**config.mk**
```make
export PLATFORM = sky130hd
export DESIGN_NAME = temp_alarm_interrupt_logic
export DESIGN_NICKNAME = d
export VERILOG_FILES = /design/src/hdl/temp_alarm_pkg.sv /design/src/hdl/pin_sync.sv /design/src/hdl/alert_responder.sv /design/src/hdl/temp_alarm_interrupt_logic.sv
export SDC_FILE = /design/constraint.sdc
export NUM_CORES = 1
export LEC_CHECK = 0
export BUFFER_PORTS_ARGS = -buffer_cell sky130_fd_sc_hd__buf_2
export CORE_ASPECT_RATIO = 0.8
export CORE_MARGIN = 2
export CORE_UTILIZATION = 50
export CTS_BUF_LIST = sky130_fd_sc_hd__clkbuf_2 sky130_fd_sc_hd__clkbuf_4 sky130_fd_sc_hd__clkbuf_8
export CTS_CLUSTER_DIAMETER = 40
export DETAILED_ROUTE_END_ITERATION = 16
export GPL_TIMING_DRIVEN = 0
export PLACE_DENSITY = 0.68
export SLEW_MARGIN = 10
export SYNTH_ARGS = -nofsm -noshare
export SYNTH_HDL_FRONTEND = slang
export SYNTH_HIERARCHICAL = 1
export SYNTH_SLANG_ARGS = --single-unit
export TNS_END_PERCENT = 1
```
**constraint.sdc**
```tcl
create_clock -name clk_sys -period 5.65 [get_ports clk_sys]
set_input_delay 1.13 -clock clk_sys [delete_from_list [all_inputs] [get_ports clk_sys]]
set_output_delay 1.13 -clock clk_sys [all_outputs]
set_load 0.05 [all_outputs]
```
**src/hdl/temp_alarm_pkg.sv**
```systemverilog
// Constants, register map and carrier types of the temperature alarm block
package temp_alarm_pkg;

	// ----------------------------------------------------------------
	// Register map (byte offsets on the local register port)
	// ----------------------------------------------------------------
	localparam logic [7:0] REG_LOCAL_VALUE = 8'h00;
	localparam logic [7:0] REG_REMOTE_VALUE = 8'h01;
	localparam logic [7:0] REG_STATUS = 8'h02;
	localparam logic [7:0] REG_CONFIG = 8'h03;
	localparam logic [7:0] REG_LOCAL_HIGH = 8'h04;
	localparam logic [7:0] REG_LOCAL_LOW = 8'h05;
	localparam logic [7:0] REG_REMOTE_HIGH = 8'h06;
	localparam logic [7:0] REG_REMOTE_LOW = 8'h07;
	localparam logic [7:0] REG_ONE_SHOT = 8'h0F;
	localparam logic [7:0] REG_REMOTE_OT_LIMIT = 8'h10;
	localparam logic [7:0] REG_LOCAL_OT_LIMIT = 8'h11;
	localparam logic [7:0] REG_OT_HYST = 8'h12;

	// ----------------------------------------------------------------
	// Field positions
	// ----------------------------------------------------------------
	localparam int CFG_ALARM_MASK_BIT = 7;
	localparam int CFG_STANDBY_BIT = 6;
	localparam int CFG_PIN_OT2_BIT = 5;
	localparam int ST_BUSY_BIT = 7;
	localparam int ST_OPEN_BIT = 2;

	// ----------------------------------------------------------------
	// Values after reset
	// ----------------------------------------------------------------
	localparam logic [7:0] RST_CONFIG = 8'h00;
	localparam logic [7:0] RST_HIGH_LIMIT = 8'h55;
	localparam logic [7:0] RST_LOW_LIMIT = 8'h00;
	localparam logic [7:0] RST_OT_LIMIT = 8'h55;
	localparam logic [7:0] RST_OT_HYST = 8'h0A;
	localparam logic [7:0] RST_VALUE = 8'h00;

	// ----------------------------------------------------------------
	// Serial addresses
	// ----------------------------------------------------------------
	localparam logic [6:0] ALERT_RESPONSE_ADDR = 7'h0C;
	localparam logic [6:0] OWN_ADDR = 7'h4C;

	// ----------------------------------------------------------------
	// Timing
	// ----------------------------------------------------------------
	localparam int CLK_MHZ = 250;
	localparam int CONV_INTERVAL_MS = 16;
	localparam int CONV_INTERVAL_CYC = CONV_INTERVAL_MS * 1000 * CLK_MHZ;
	localparam int SYNC_STAGES = 3;

	// Channel index
	localparam logic CH_LOCAL = 1'b0;
	localparam logic CH_REMOTE = 1'b1;

	// Result handed back by the converter
	typedef struct packed {
		logic done;
		logic chan;
		logic [7:0] value;
	} adc_result_type;

	// Request to the converter
	typedef struct packed {
		logic start;
		logic abort;
		logic chan;
	} adc_request_type;

	// Register port request
	typedef struct packed {
		logic wr;
		logic rd;
		logic [7:0] addr;
		logic [7:0] wdata;
	} reg_request_type;

endpackage

```
**src/hdl/pin_sync.sv**
```systemverilog
// Three-stage synchroniser with agreement filter for asynchronous pins
`timescale 1ns/1ps
`default_nettype none
module pin_sync #(
	parameter int WIDTH = 1
) (
	// Clock and reset
	input wire logic clk_sys,
	input wire logic nrst,
	// Asynchronous inputs and filtered result
	input wire logic [WIDTH-1:0] async_i,
	output logic [WIDTH-1:0] stable_q
);

	logic [WIDTH-1:0] s1_q;
	logic [WIDTH-1:0] s2_q;
	logic [WIDTH-1:0] s3_q;
	logic [WIDTH-1:0] stable_d;

	// A change is taken once stages two and three agree
	always_comb begin
		stable_d = stable_q;
		for (int i = 0; i < WIDTH; i++) begin
			if (s2_q[i] == s3_q[i]) begin
				stable_d[i] = s3_q[i];
			end
		end
	end

	// Pipeline; stage one feeds only stage two
	always_ff @(posedge clk_sys) begin
		if (!nrst) begin
			s1_q <= '1;
			s2_q <= '1;
			s3_q <= '1;
			stable_q <= '1;
		end else begin
			s1_q <= async_i;
			s2_q <= s1_q;
			s3_q <= s2_q;
			stable_q <= stable_d;
		end
	end

endmodule
`default_nettype wire

```
**src/hdl/alert_responder.sv**
```systemverilog
// Serial-bus responder that answers only the alert response address
`timescale 1ns/1ps
`default_nettype none
module alert_responder (
	// Clock and reset
	input wire logic clk_sys,
	input wire logic nrst,
	// Filtered bus levels
	input wire logic scl_s,
	input wire logic sda_s,
	// Alarm state
	input wire logic alert_active,
	// Bus data drive and completion
	output logic sda_oe_q,
	output logic serviced_q
);

	typedef enum logic [2:0] {
		ST_IDLE = 3'b000,
		ST_ADDR = 3'b001,
		ST_ACK = 3'b010,
		ST_SEND = 3'b011,
		ST_MACK = 3'b100
	} resp_state_type;

	resp_state_type state_q, state_d;
	logic [3:0] cnt_q, cnt_d;
	logic [7:0] sh_q, sh_d;
	logic sda_oe_d;
	logic serviced_d;
	logic scl_prev_q;
	logic sda_prev_q;
	logic scl_rise;
	logic scl_fall;
	logic start_cond;
	logic stop_cond;

	// Edge and bus condition detection on filtered levels
	assign scl_rise = scl_s & ~scl_prev_q;
	assign scl_fall = ~scl_s & scl_prev_q;
	assign start_cond = scl_s & scl_prev_q & sda_prev_q & ~sda_s;
	assign stop_cond = scl_s & scl_prev_q & ~sda_prev_q & sda_s;

	// Next state
	always_comb begin
		state_d = state_q;
		cnt_d = cnt_q;
		sh_d = sh_q;
		sda_oe_d = sda_oe_q;
		serviced_d = 1'b0;
		if (start_cond) begin
			state_d = ST_ADDR;
			cnt_d = 4'h0;
			sda_oe_d = 1'b0;
		end else if (stop_cond) begin
			state_d = ST_IDLE;
			sda_oe_d = 1'b0;
		end else begin
			case (state_q)
				ST_ADDR: begin
					if (scl_rise && cnt_q != 4'h8) begin
						sh_d = {sh_q[6:0], sda_s};
						cnt_d = cnt_q + 4'h1;
					end else if (scl_fall && cnt_q == 4'h8) begin
						// Read to the response address while our alarm is low
						if (sh_q == {temp_alarm_pkg::ALERT_RESPONSE_ADDR, 1'b1}
								&& alert_active) begin
							state_d = ST_ACK;
							sda_oe_d = 1'b1;
						end else begin
							state_d = ST_IDLE;
						end
					end
				end
				ST_ACK: begin
					if (scl_fall) begin
						// Own address with a one in the lowest bit
						sh_d = {temp_alarm_pkg::OWN_ADDR, 1'b1};
						sda_oe_d = ~temp_alarm_pkg::OWN_ADDR[6];
						cnt_d = 4'h0;
						state_d = ST_SEND;
					end
				end
				ST_SEND: begin
					if (scl_rise) begin
						// Released bit read back low: a lower address wins
						if (sh_q[7] && !sda_s) begin
							sda_oe_d = 1'b0;
							state_d = ST_IDLE;
						end else begin
							cnt_d = cnt_q + 4'h1;
						end
					end else if (scl_fall) begin
						if (cnt_q == 4'h8) begin
							sda_oe_d = 1'b0;
							state_d = ST_MACK;
						end else begin
							sh_d = {sh_q[6:0], 1'b0};
							sda_oe_d = ~sh_q[6];
						end
					end
				end
				ST_MACK: begin
					if (scl_rise) begin
						serviced_d = 1'b1;
						state_d = ST_IDLE;
					end
				end
				default: begin
					state_d = ST_IDLE;
				end
			endcase
		end
	end

	// State registers
	always_ff @(posedge clk_sys) begin
		if (!nrst) begin
			state_q <= ST_IDLE;
			cnt_q <= 4'h0;
			sh_q <= 8'h00;
			sda_oe_q <= 1'b0;
			serviced_q <= 1'b0;
			scl_prev_q <= 1'b1;
			sda_prev_q <= 1'b1;
		end else begin
			state_q <= state_d;
			cnt_q <= cnt_d;
			sh_q <= sh_d;
			sda_oe_q <= sda_oe_d;
			serviced_q <= serviced_d;
			scl_prev_q <= scl_s;
			sda_prev_q <= sda_s;
		end
	end

endmodule
`default_nettype wire

```
**src/hdl/temp_alarm_interrupt_logic.sv**
```systemverilog
// Limit comparison, alarm and overtemperature outputs of a temperature monitor
`timescale 1ns/1ps
`default_nettype none
module temp_alarm_interrupt_logic #(
	parameter int CONV_INTERVAL = temp_alarm_pkg::CONV_INTERVAL_CYC
) (
	// Clock and reset
	input wire logic clk_sys,
	input wire logic nrst,
	// Register port
	input wire temp_alarm_pkg::reg_request_type reg_req,
	output logic [7:0] reg_rdata_q,
	// Converter
	output temp_alarm_pkg::adc_request_type adc_req_q,
	input wire temp_alarm_pkg::adc_result_type adc_res,
	input wire logic open_cmp_i,
	// Serial bus
	input wire logic scl_i,
	input wire logic sda_i,
	output logic sda_o,
	output logic sda_oe,
	// Open-drain alarm pin and overtemperature pin
	output logic alarm_o,
	output logic alarm_oe_q,
	output logic overtemp_out_o,
	output logic overtemp_out_oe_q
);

	// ----------------------------------------------------------------
	// Pin synchronisers and responder
	// ----------------------------------------------------------------
	logic [2:0] pins_s;
	logic serviced;
	logic sda_drive_q;

	pin_sync #(
		.WIDTH(3)
	) u_sync (
		.clk_sys(clk_sys),
		.nrst(nrst),
		.async_i({open_cmp_i, sda_i, scl_i}),
		.stable_q(pins_s)
	);

	alert_responder u_resp (
		.clk_sys(clk_sys),
		.nrst(nrst),
		.scl_s(pins_s[0]),
		.sda_s(pins_s[1]),
		.alert_active(alarm_oe_q),
		.sda_oe_q(sda_drive_q),
		.serviced_q(serviced)
	);

	// Open-drain lines only ever drive a low level
	assign sda_o = 1'b0;
	assign sda_oe = sda_drive_q;
	assign alarm_o = 1'b0;
	assign overtemp_out_o = 1'b0;

	// ----------------------------------------------------------------
	// Registers
	// ----------------------------------------------------------------
	typedef enum logic [1:0] {
		CV_IDLE = 2'b00,
		CV_LOCAL = 2'b01,
		CV_REMOTE = 2'b10
	} conv_state_type;

	logic [7:0] config_q, config_d;
	logic [7:0] value_q [2], value_d [2];
	logic [7:0] high_q [2], high_d [2];
	logic [7:0] low_q [2], low_d [2];
	logic [7:0] ot_lim_q [2], ot_lim_d [2];
	logic [7:0] hyst_q, hyst_d;
	logic [6:0] status_q, status_d;
	logic [4:0] cond_q, cond_d;
	logic [1:0] ot_q, ot_d;
	logic [1:0] ot2_q, ot2_d;
	logic open_q, open_d;
	logic alert_q, alert_d;
	logic serviced_q, serviced_d;
	logic oneshot_q, oneshot_d;
	logic eval_q, eval_d;
	logic [31:0] timer_q, timer_d;
	conv_state_type cv_q, cv_d;
	temp_alarm_pkg::adc_request_type adc_req_d;
	logic [7:0] rdata_d;
	logic alarm_oe_d;
	logic overtemp_out_oe_d;
	logic standby;
	logic wr_limit;
	logic [4:0] cond_now;
	logic [7:0] release_lvl [2];
	logic [7:0] release2_lvl [2];

	assign standby = config_q[temp_alarm_pkg::CFG_STANDBY_BIT];
	assign wr_limit = reg_req.wr && (reg_req.addr == temp_alarm_pkg::REG_LOCAL_HIGH
		|| reg_req.addr == temp_alarm_pkg::REG_LOCAL_LOW
		|| reg_req.addr == temp_alarm_pkg::REG_REMOTE_HIGH
		|| reg_req.addr == temp_alarm_pkg::REG_REMOTE_LOW);

	// ----------------------------------------------------------------
	// Register writes
	// ----------------------------------------------------------------
	// Software-written settings
	always_comb begin
		config_d = config_q;
		high_d = high_q;
		low_d = low_q;
		ot_lim_d = ot_lim_q;
		hyst_d = hyst_q;
		if (reg_req.wr) begin
			case (reg_req.addr)
				temp_alarm_pkg::REG_CONFIG: config_d = reg_req.wdata;
				temp_alarm_pkg::REG_LOCAL_HIGH: high_d[0] = reg_req.wdata;
				temp_alarm_pkg::REG_LOCAL_LOW: low_d[0] = reg_req.wdata;
				temp_alarm_pkg::REG_REMOTE_HIGH: high_d[1] = reg_req.wdata;
				temp_alarm_pkg::REG_REMOTE_LOW: low_d[1] = reg_req.wdata;
				temp_alarm_pkg::REG_REMOTE_OT_LIMIT: ot_lim_d[1] = reg_req.wdata;
				temp_alarm_pkg::REG_LOCAL_OT_LIMIT: ot_lim_d[0] = reg_req.wdata;
				temp_alarm_pkg::REG_OT_HYST: hyst_d = reg_req.wdata;
				default: begin
				end
			endcase
		end
	end

	// ----------------------------------------------------------------
	// Conversion sequencer
	// ----------------------------------------------------------------
	// Local first, then remote; the result lands only if not aborted
	always_comb begin
		cv_d = cv_q;
		value_d = value_q;
		timer_d = timer_q;
		open_d = open_q;
		eval_d = 1'b0;
		adc_req_d = '0;
		oneshot_d = oneshot_q;
		// Data written to the one-shot location is ignored
		if (reg_req.wr && reg_req.addr == temp_alarm_pkg::REG_ONE_SHOT && standby) begin
			oneshot_d = 1'b1;
		end
		if (!standby && timer_q != 32'h0) begin
			timer_d = timer_q - 32'h1;
		end
		case (cv_q)
			CV_IDLE: begin
				if ((!standby && timer_q == 32'h0) || oneshot_q) begin
					timer_d = 32'(CONV_INTERVAL - 1);
					cv_d = CV_LOCAL;
					adc_req_d.start = 1'b1;
					adc_req_d.chan = temp_alarm_pkg::CH_LOCAL;
				end
			end
			CV_LOCAL, CV_REMOTE: begin
				if (standby && !oneshot_q) begin
					// Standby aborts without touching the value register
					cv_d = CV_IDLE;
					adc_req_d.abort = 1'b1;
				end else if (adc_res.done && adc_res.chan == (cv_q == CV_REMOTE)) begin
					if (cv_q == CV_LOCAL) begin
						value_d[0] = adc_res.value;
						cv_d = CV_REMOTE;
						adc_req_d.start = 1'b1;
						adc_req_d.chan = temp_alarm_pkg::CH_REMOTE;
						// Comparator taken as the remote conversion begins
						open_d = pins_s[2];
					end else begin
						value_d[1] = adc_res.value;
						cv_d = CV_IDLE;
						oneshot_d = 1'b0;
						eval_d = 1'b1;
					end
				end
			end
			default: begin
				cv_d = CV_IDLE;
			end
		endcase
		// High and low limits changed in standby are checked against stored values
		if (wr_limit && standby) begin
			eval_d = 1'b1;
		end
	end

	// ----------------------------------------------------------------
	// Comparisons
	// ----------------------------------------------------------------
	// Above high, or at or below low, per channel, plus open sensor
	assign cond_now = {value_q[0] > high_q[0], value_q[0] <= low_q[0],
		value_q[1] > high_q[1], value_q[1] <= low_q[1], open_q};

	// Release levels saturate at zero when hysteresis exceeds the limit
	always_comb begin
		for (int i = 0; i < 2; i++) begin
			release_lvl[i] = (ot_lim_q[i] > hyst_q) ? ot_lim_q[i] - hyst_q : 8'h00;
			release2_lvl[i] = (high_q[i] > hyst_q) ? high_q[i] - hyst_q : 8'h00;
		end
	end

	// Overtemperature states with hysteresis, evaluated after conversions
	always_comb begin
		ot_d = ot_q;
		ot2_d = ot2_q;
		cond_d = cond_q;
		if (eval_q) begin
			cond_d = cond_now;
			for (int i = 0; i < 2; i++) begin
				if (value_q[i] > ot_lim_q[i]) begin
					ot_d[i] = 1'b1;
				end else if (value_q[i] <= release_lvl[i]) begin
					ot_d[i] = 1'b0;
				end
				if (value_q[i] > high_q[i]) begin
					ot2_d[i] = 1'b1;
				end else if (value_q[i] <= release2_lvl[i]) begin
					ot2_d[i] = 1'b0;
				end
			end
		end
	end

	// ----------------------------------------------------------------
	// Status, alarm latch and read port
	// ----------------------------------------------------------------
	// Status clears on read; a new event in the same cycle wins
	always_comb begin
		status_d = status_q;
		if (reg_req.rd && reg_req.addr == temp_alarm_pkg::REG_STATUS) begin
			status_d = 7'h00;
		end
		if (eval_q) begin
			status_d = status_d | {cond_now, ot_d[1], ot_d[0]};
		end
	end

	// Alarm latch: held until serviced, cause gone and status cleared
	always_comb begin
		alert_d = alert_q;
		serviced_d = serviced_q | serviced;
		if (eval_q && |cond_now) begin
			alert_d = 1'b1;
			serviced_d = 1'b0;
		end else if (serviced_q && cond_q == 5'h00 && status_q[6:2] == 5'h00) begin
			alert_d = 1'b0;
			serviced_d = 1'b0;
		end
	end

	// Pin drive: mask gates only the alarm role, overtemp has no mask
	always_comb begin
		if (config_q[temp_alarm_pkg::CFG_PIN_OT2_BIT]) begin
			alarm_oe_d = |ot2_q;
		end else begin
			alarm_oe_d = alert_q & ~config_q[temp_alarm_pkg::CFG_ALARM_MASK_BIT];
		end
		overtemp_out_oe_d = |ot_q;
	end

	// Read data one cycle after the strobe; unmapped reads give zero
	always_comb begin
		rdata_d = 8'h00;
		if (reg_req.rd) begin
			case (reg_req.addr)
				temp_alarm_pkg::REG_LOCAL_VALUE: rdata_d = value_q[0];
				temp_alarm_pkg::REG_REMOTE_VALUE: rdata_d = value_q[1];
				temp_alarm_pkg::REG_STATUS: rdata_d = {cv_q != CV_IDLE, status_q};
				temp_alarm_pkg::REG_CONFIG: rdata_d = config_q;
				temp_alarm_pkg::REG_LOCAL_HIGH: rdata_d = high_q[0];
				temp_alarm_pkg::REG_LOCAL_LOW: rdata_d = low_q[0];
				temp_alarm_pkg::REG_REMOTE_HIGH: rdata_d = high_q[1];
				temp_alarm_pkg::REG_REMOTE_LOW: rdata_d = low_q[1];
				temp_alarm_pkg::REG_REMOTE_OT_LIMIT: rdata_d = ot_lim_q[1];
				temp_alarm_pkg::REG_LOCAL_OT_LIMIT: rdata_d = ot_lim_q[0];
				temp_alarm_pkg::REG_OT_HYST: rdata_d = hyst_q;
				default: rdata_d = 8'h00;
			endcase
		end
	end

	// ----------------------------------------------------------------
	// State registers
	// ----------------------------------------------------------------
	always_ff @(posedge clk_sys) begin
		if (!nrst) begin
			config_q <= temp_alarm_pkg::RST_CONFIG;
			for (int i = 0; i < 2; i++) begin
				value_q[i] <= temp_alarm_pkg::RST_VALUE;
				high_q[i] <= temp_alarm_pkg::RST_HIGH_LIMIT;
				low_q[i] <= temp_alarm_pkg::RST_LOW_LIMIT;
				ot_lim_q[i] <= temp_alarm_pkg::RST_OT_LIMIT;
			end
			hyst_q <= temp_alarm_pkg::RST_OT_HYST;
			status_q <= 7'h00;
			cond_q <= 5'h00;
			ot_q <= 2'b00;
			ot2_q <= 2'b00;
			open_q <= 1'b0;
			alert_q <= 1'b0;
			serviced_q <= 1'b0;
			oneshot_q <= 1'b0;
			eval_q <= 1'b0;
			timer_q <= 32'h0;
			cv_q <= CV_IDLE;
			adc_req_q <= '0;
			reg_rdata_q <= 8'h00;
			alarm_oe_q <= 1'b0;
			overtemp_out_oe_q <= 1'b0;
		end else begin
			config_q <= config_d;
			value_q <= value_d;
			high_q <= high_d;
			low_q <= low_d;
			ot_lim_q <= ot_lim_d;
			hyst_q <= hyst_d;
			status_q <= status_d;
			cond_q <= cond_d;
			ot_q <= ot_d;
			ot2_q <= ot2_d;
			open_q <= open_d;
			alert_q <= alert_d;
			serviced_q <= serviced_d;
			oneshot_q <= oneshot_d;
			eval_q <= eval_d;
			timer_q <= timer_d;
			cv_q <= cv_d;
			adc_req_q <= adc_req_d;
			reg_rdata_q <= rdata_d;
			alarm_oe_q <= alarm_oe_d;
			overtemp_out_oe_q <= overtemp_out_oe_d;
		end
	end

endmodule
`default_nettype wire

```
==> out/results.tsv <==
stage	metric	value	unit
yosys	netlist_instances	1341	
yosys	netlist-cell-type-count	71	
worst_setup_path	worstPathArrival	4.29	ns
die	fp-row-count	48	
worst_setup_path	crit_path_start	hyst_q[0]	
placed_design	dpl.hpwl	25410	um
clock_tree	ctsResizeCount	0	
hold_path	hp-class	register to register	
route	wl_per_cell	19.76	um
grt	grt_max_degree	19	
timing	relSlewSlack	28.52	%
worst_setup_path	r2r-end	status_q[0]	
yosys	yosysWarnings	6	
yosys	avgSynthCellArea	8.358	um2
job	maxCapViolCount	0	
die	die_h	137.9	um
pwr	p_leak	0.005327	uW
worst_setup_path	rr_startpoint	hyst_q[0]	
grt	antenna_found_initial	2	
worst_setup_path	rr_worst_depth	15	
outcome	outcome	complete, no violations	
route	wirelength	33870	um
timing	period_share	69.78	%
route	vias	10052	
die	dieWidth	171.4	um
clock_tree	cts_tree	yes	
timing	hold_violations	0	
timing	slew_viol_final	0	
worst_setup_path	cp-start-kind	register	
die	io-pin-count	50	
die	initial_core_util	51.41	%
clock_tree	cts-root-buf	clkbuf_8	
worst_setup_path	reg2reg_setup_slack	1.71	ns
route	postRouteAntennaNets	0	
yosys	syn_area	0.01121	mm2
yosys	synth_common_cells	dfxtp_1 (179), nor2_1 (144), nand2_1 (139)	
placed_design	portBuffers	38	
timing	worstMarginPinSlew	1.062	ns
layout	synthToLayoutAreaGrowth	8.785	%
timing	max_freq	253.7	MHz
timing	period_needed	3.942	ns
worst_setup_path	crit_end	status_q[0]	
timing	rsz0062_at_grt	false	
yosys	synth-seq-area-share	31.97	%
worst_setup_path	path_class	register to register	
clock_tree	ctsHoldBuffers	0	
timing	fin_tns_setup	0	ns
route	firstDrtPassIters	5	
timing	finalSetupViolCount	0	
grt	grt_pass1_vias	9060	
timing	skew	0.01715	ns
yosys	synth_edf_count	0	
clock_tree	cts_inserted_buffers	17	
clock_tree	postCtsSetupBuffers	0	
route	via_per_inst	5.865	
clock_tree	cts_sinks	179	
grt	grtUsageTotal	29.14	%
layout	drive_gt1_share	7.714	%
clock_tree	clkTransAtPathRegs	0.11	ns
yosys	yosys.cell_count.top_type	dfxtp_1	
yosys	synth-seq-cells	179	
pwr	power	3209	uW
pwr	powerDensity	263.2	mW/mm2
worst_setup_path	path_max_fanout	8	
placed_design	place.gp.congestion	1.007	
worst_setup_path	cp-end-kind	register	
yosys	synth-main-ff-cell	dfxtp_1	
die	core	0.02180	mm2
grt	grt_remaining_overflow	0	
yosys	synth_top_area_share	31.97	%
pwr	peakVddDrop	275.5	uV
clock_tree	cts_htree_levels	4	
clock_tree	cts_buffer_depth	2	
route	drc	0	
yosys	yosys.area.top_type	dfxtp_1	
yosys	synth_top_cells_by_area	dfxtp_1 (32%), ha_1 (14%), mux2i_1 (7.6%)	
yosys	synthArstFlopShare	0	%
worst_setup_path	crit_required	6.00	ns
layout	final_nets	1561	
die	die_area	0.02364	mm2
route	drt_iter0_drc	903	
grt	grt_pass1_wl	51280	um
clock_tree	worstSkewPairLatency	0.48	ns
[cell families after synthesis]
logic type	synth area share, %
simple gates	21.59
mux	8.395
compound gates	14.65
flops	31.97
buf+inv	4.979
fa+ha+maj	14.56
other cells	0.03346
xor+xnor	3.829
[placed cells by master, fill, tap and decap left out, types with 6 or more instances in the layout]
master | synthesis | final
xor2_1 | 13 | 13
nor2b_1 | 34 | 34
inv_1 | 78 | 78
nor2_1 | 144 | 144
nand4_1 | 27 | 27
ha_1 | 124 | 124
o31ai_1 | 12 | 12
and3_1 | 6 | 6
o211ai_1 | 8 | 8
clkbuf_8 | 0 | 18
buf_2 | 5 | 43
nor4b_1 | 6 | 6
xnor2_1 | 36 | 36
clkbuf_1 | 41 | 41
a21o_1 | 8 | 8
nor3_1 | 26 | 26
o22ai_1 | 8 | 8
o21a_1 | 10 | 10
nand2b_1 | 26 | 26
a31oi_1 | 10 | 10
or4_1 | 9 | 9
a21oi_1 | 99 | 99
dfxtp_1 | 179 | 179
nor4_1 | 7 | 7
nand2_1 | 139 | 139
o21ai_0 | 50 | 50
mux2i_1 | 85 | 85
a22oi_1 | 9 | 9
o21ai_2 | 7 | 7
nand3_1 | 31 | 31
[critical path: stages, from the launching register on]
cell      delay (ns)
dfxtp_1         0.43
ha_1            0.26
fa_1            0.41
nor2b_1         0.12
o21ai_0         0.10
a21oi_1         0.24
o221ai_1        0.20
a21oi_1         0.45
nand2b_1        0.12
ha_1            0.30
nor2b_1         0.13
o211ai_1        0.18
a21o_1          0.13
a31oi_1         0.12
o21ai_0         0.48
a21oi_1         0.13
[worst min path at each step]
stage	start	end	slack (ns)	cells after the start
after floorplan	u_sync/s1_q[0]	u_sync/s2_q[0]	0.39	1
after global placement	u_sync/s1_q[0]	u_sync/s2_q[0]	0.39	1
after detailed placement	u_sync/s1_q[0]	u_sync/s2_q[0]	0.39	1
after CTS	u_sync/s1_q[0]	u_sync/s2_q[0]	0.40	1
after global routing	u_sync/s1_q[0]	u_sync/s2_q[0]	0.42	1
final	u_sync/s1_q[0]	u_sync/s2_q[0]	0.40	1
[flip-flops by register name, indices dropped and copies added (netlist names), 3 cells and up]
| register | flops |
|---|---|
| timer_q | 32 |
| high_q | 16 |
| low_q | 16 |
| ot_lim_q | 16 |
| value_q | 16 |
| config_q | 8 |
| hyst_q | 8 |
| reg_rdata_q | 8 |
| u_resp/sh_q | 8 |
| status_q | 7 |
| cond_q | 5 |
| u_resp/cnt_q | 4 |
| adc_req_q | 3 |
| u_resp/state_q | 3 |
| u_sync/s1_q | 3 |
| u_sync/s2_q | 3 |
| u_sync/s3_q | 3 |
| u_sync/stable_q | 3 |
[per-stage QoR]
stage                     cell area (um2)  util [%]  setup slack (ns)  hold slack [ns]  cells
after detailed placement            11780     54.04             1.848           0.3914   1681
after global routing                12190     55.92             1.489           0.4238   1713
after floorplan                     11220         -             2.564           0.3863   1343
after global placement              11780     54.04             1.815           0.3879   1681
after CTS                           12190     55.92             1.815           0.4036   1713
final                               12190     55.93             1.708           0.3994   1714
[layout make-up]
class | instances | area [um2]
Inverter | 80 | 300.3
Timing Repair Buffer | 38 | 190.2
Fill cell | 2073 | 9608
Clock buffer | 18 | 247.7
Buffer | 58 | 257.7
Sequential cell | 179 | 3583
Antenna cell | 1 | 2.502
Clock inverter | 14 | 161.4
Tap cell | 300 | 375.4
Multi-Input combinational cell | 1026 | 7074
[report_power, final]
part,total (uW),internal (uW),switching (uW)
sequential,1470,1350,113
clock,917,383,534
combinational,825,332,493
[metal layers]
metal / part of all wire [%] / global-route usage [%] / vias up
met2: 42 / 43.86 / 403
met1: 45 / 40.65 / 4720
met3: 9.2 / 6.050 / 84
met4: 3.6 / 12.10 / 0
li1: - / - / 4845
met5: 0 / 0 / -
Note: power is estimated with default switching activity, not from simulation.
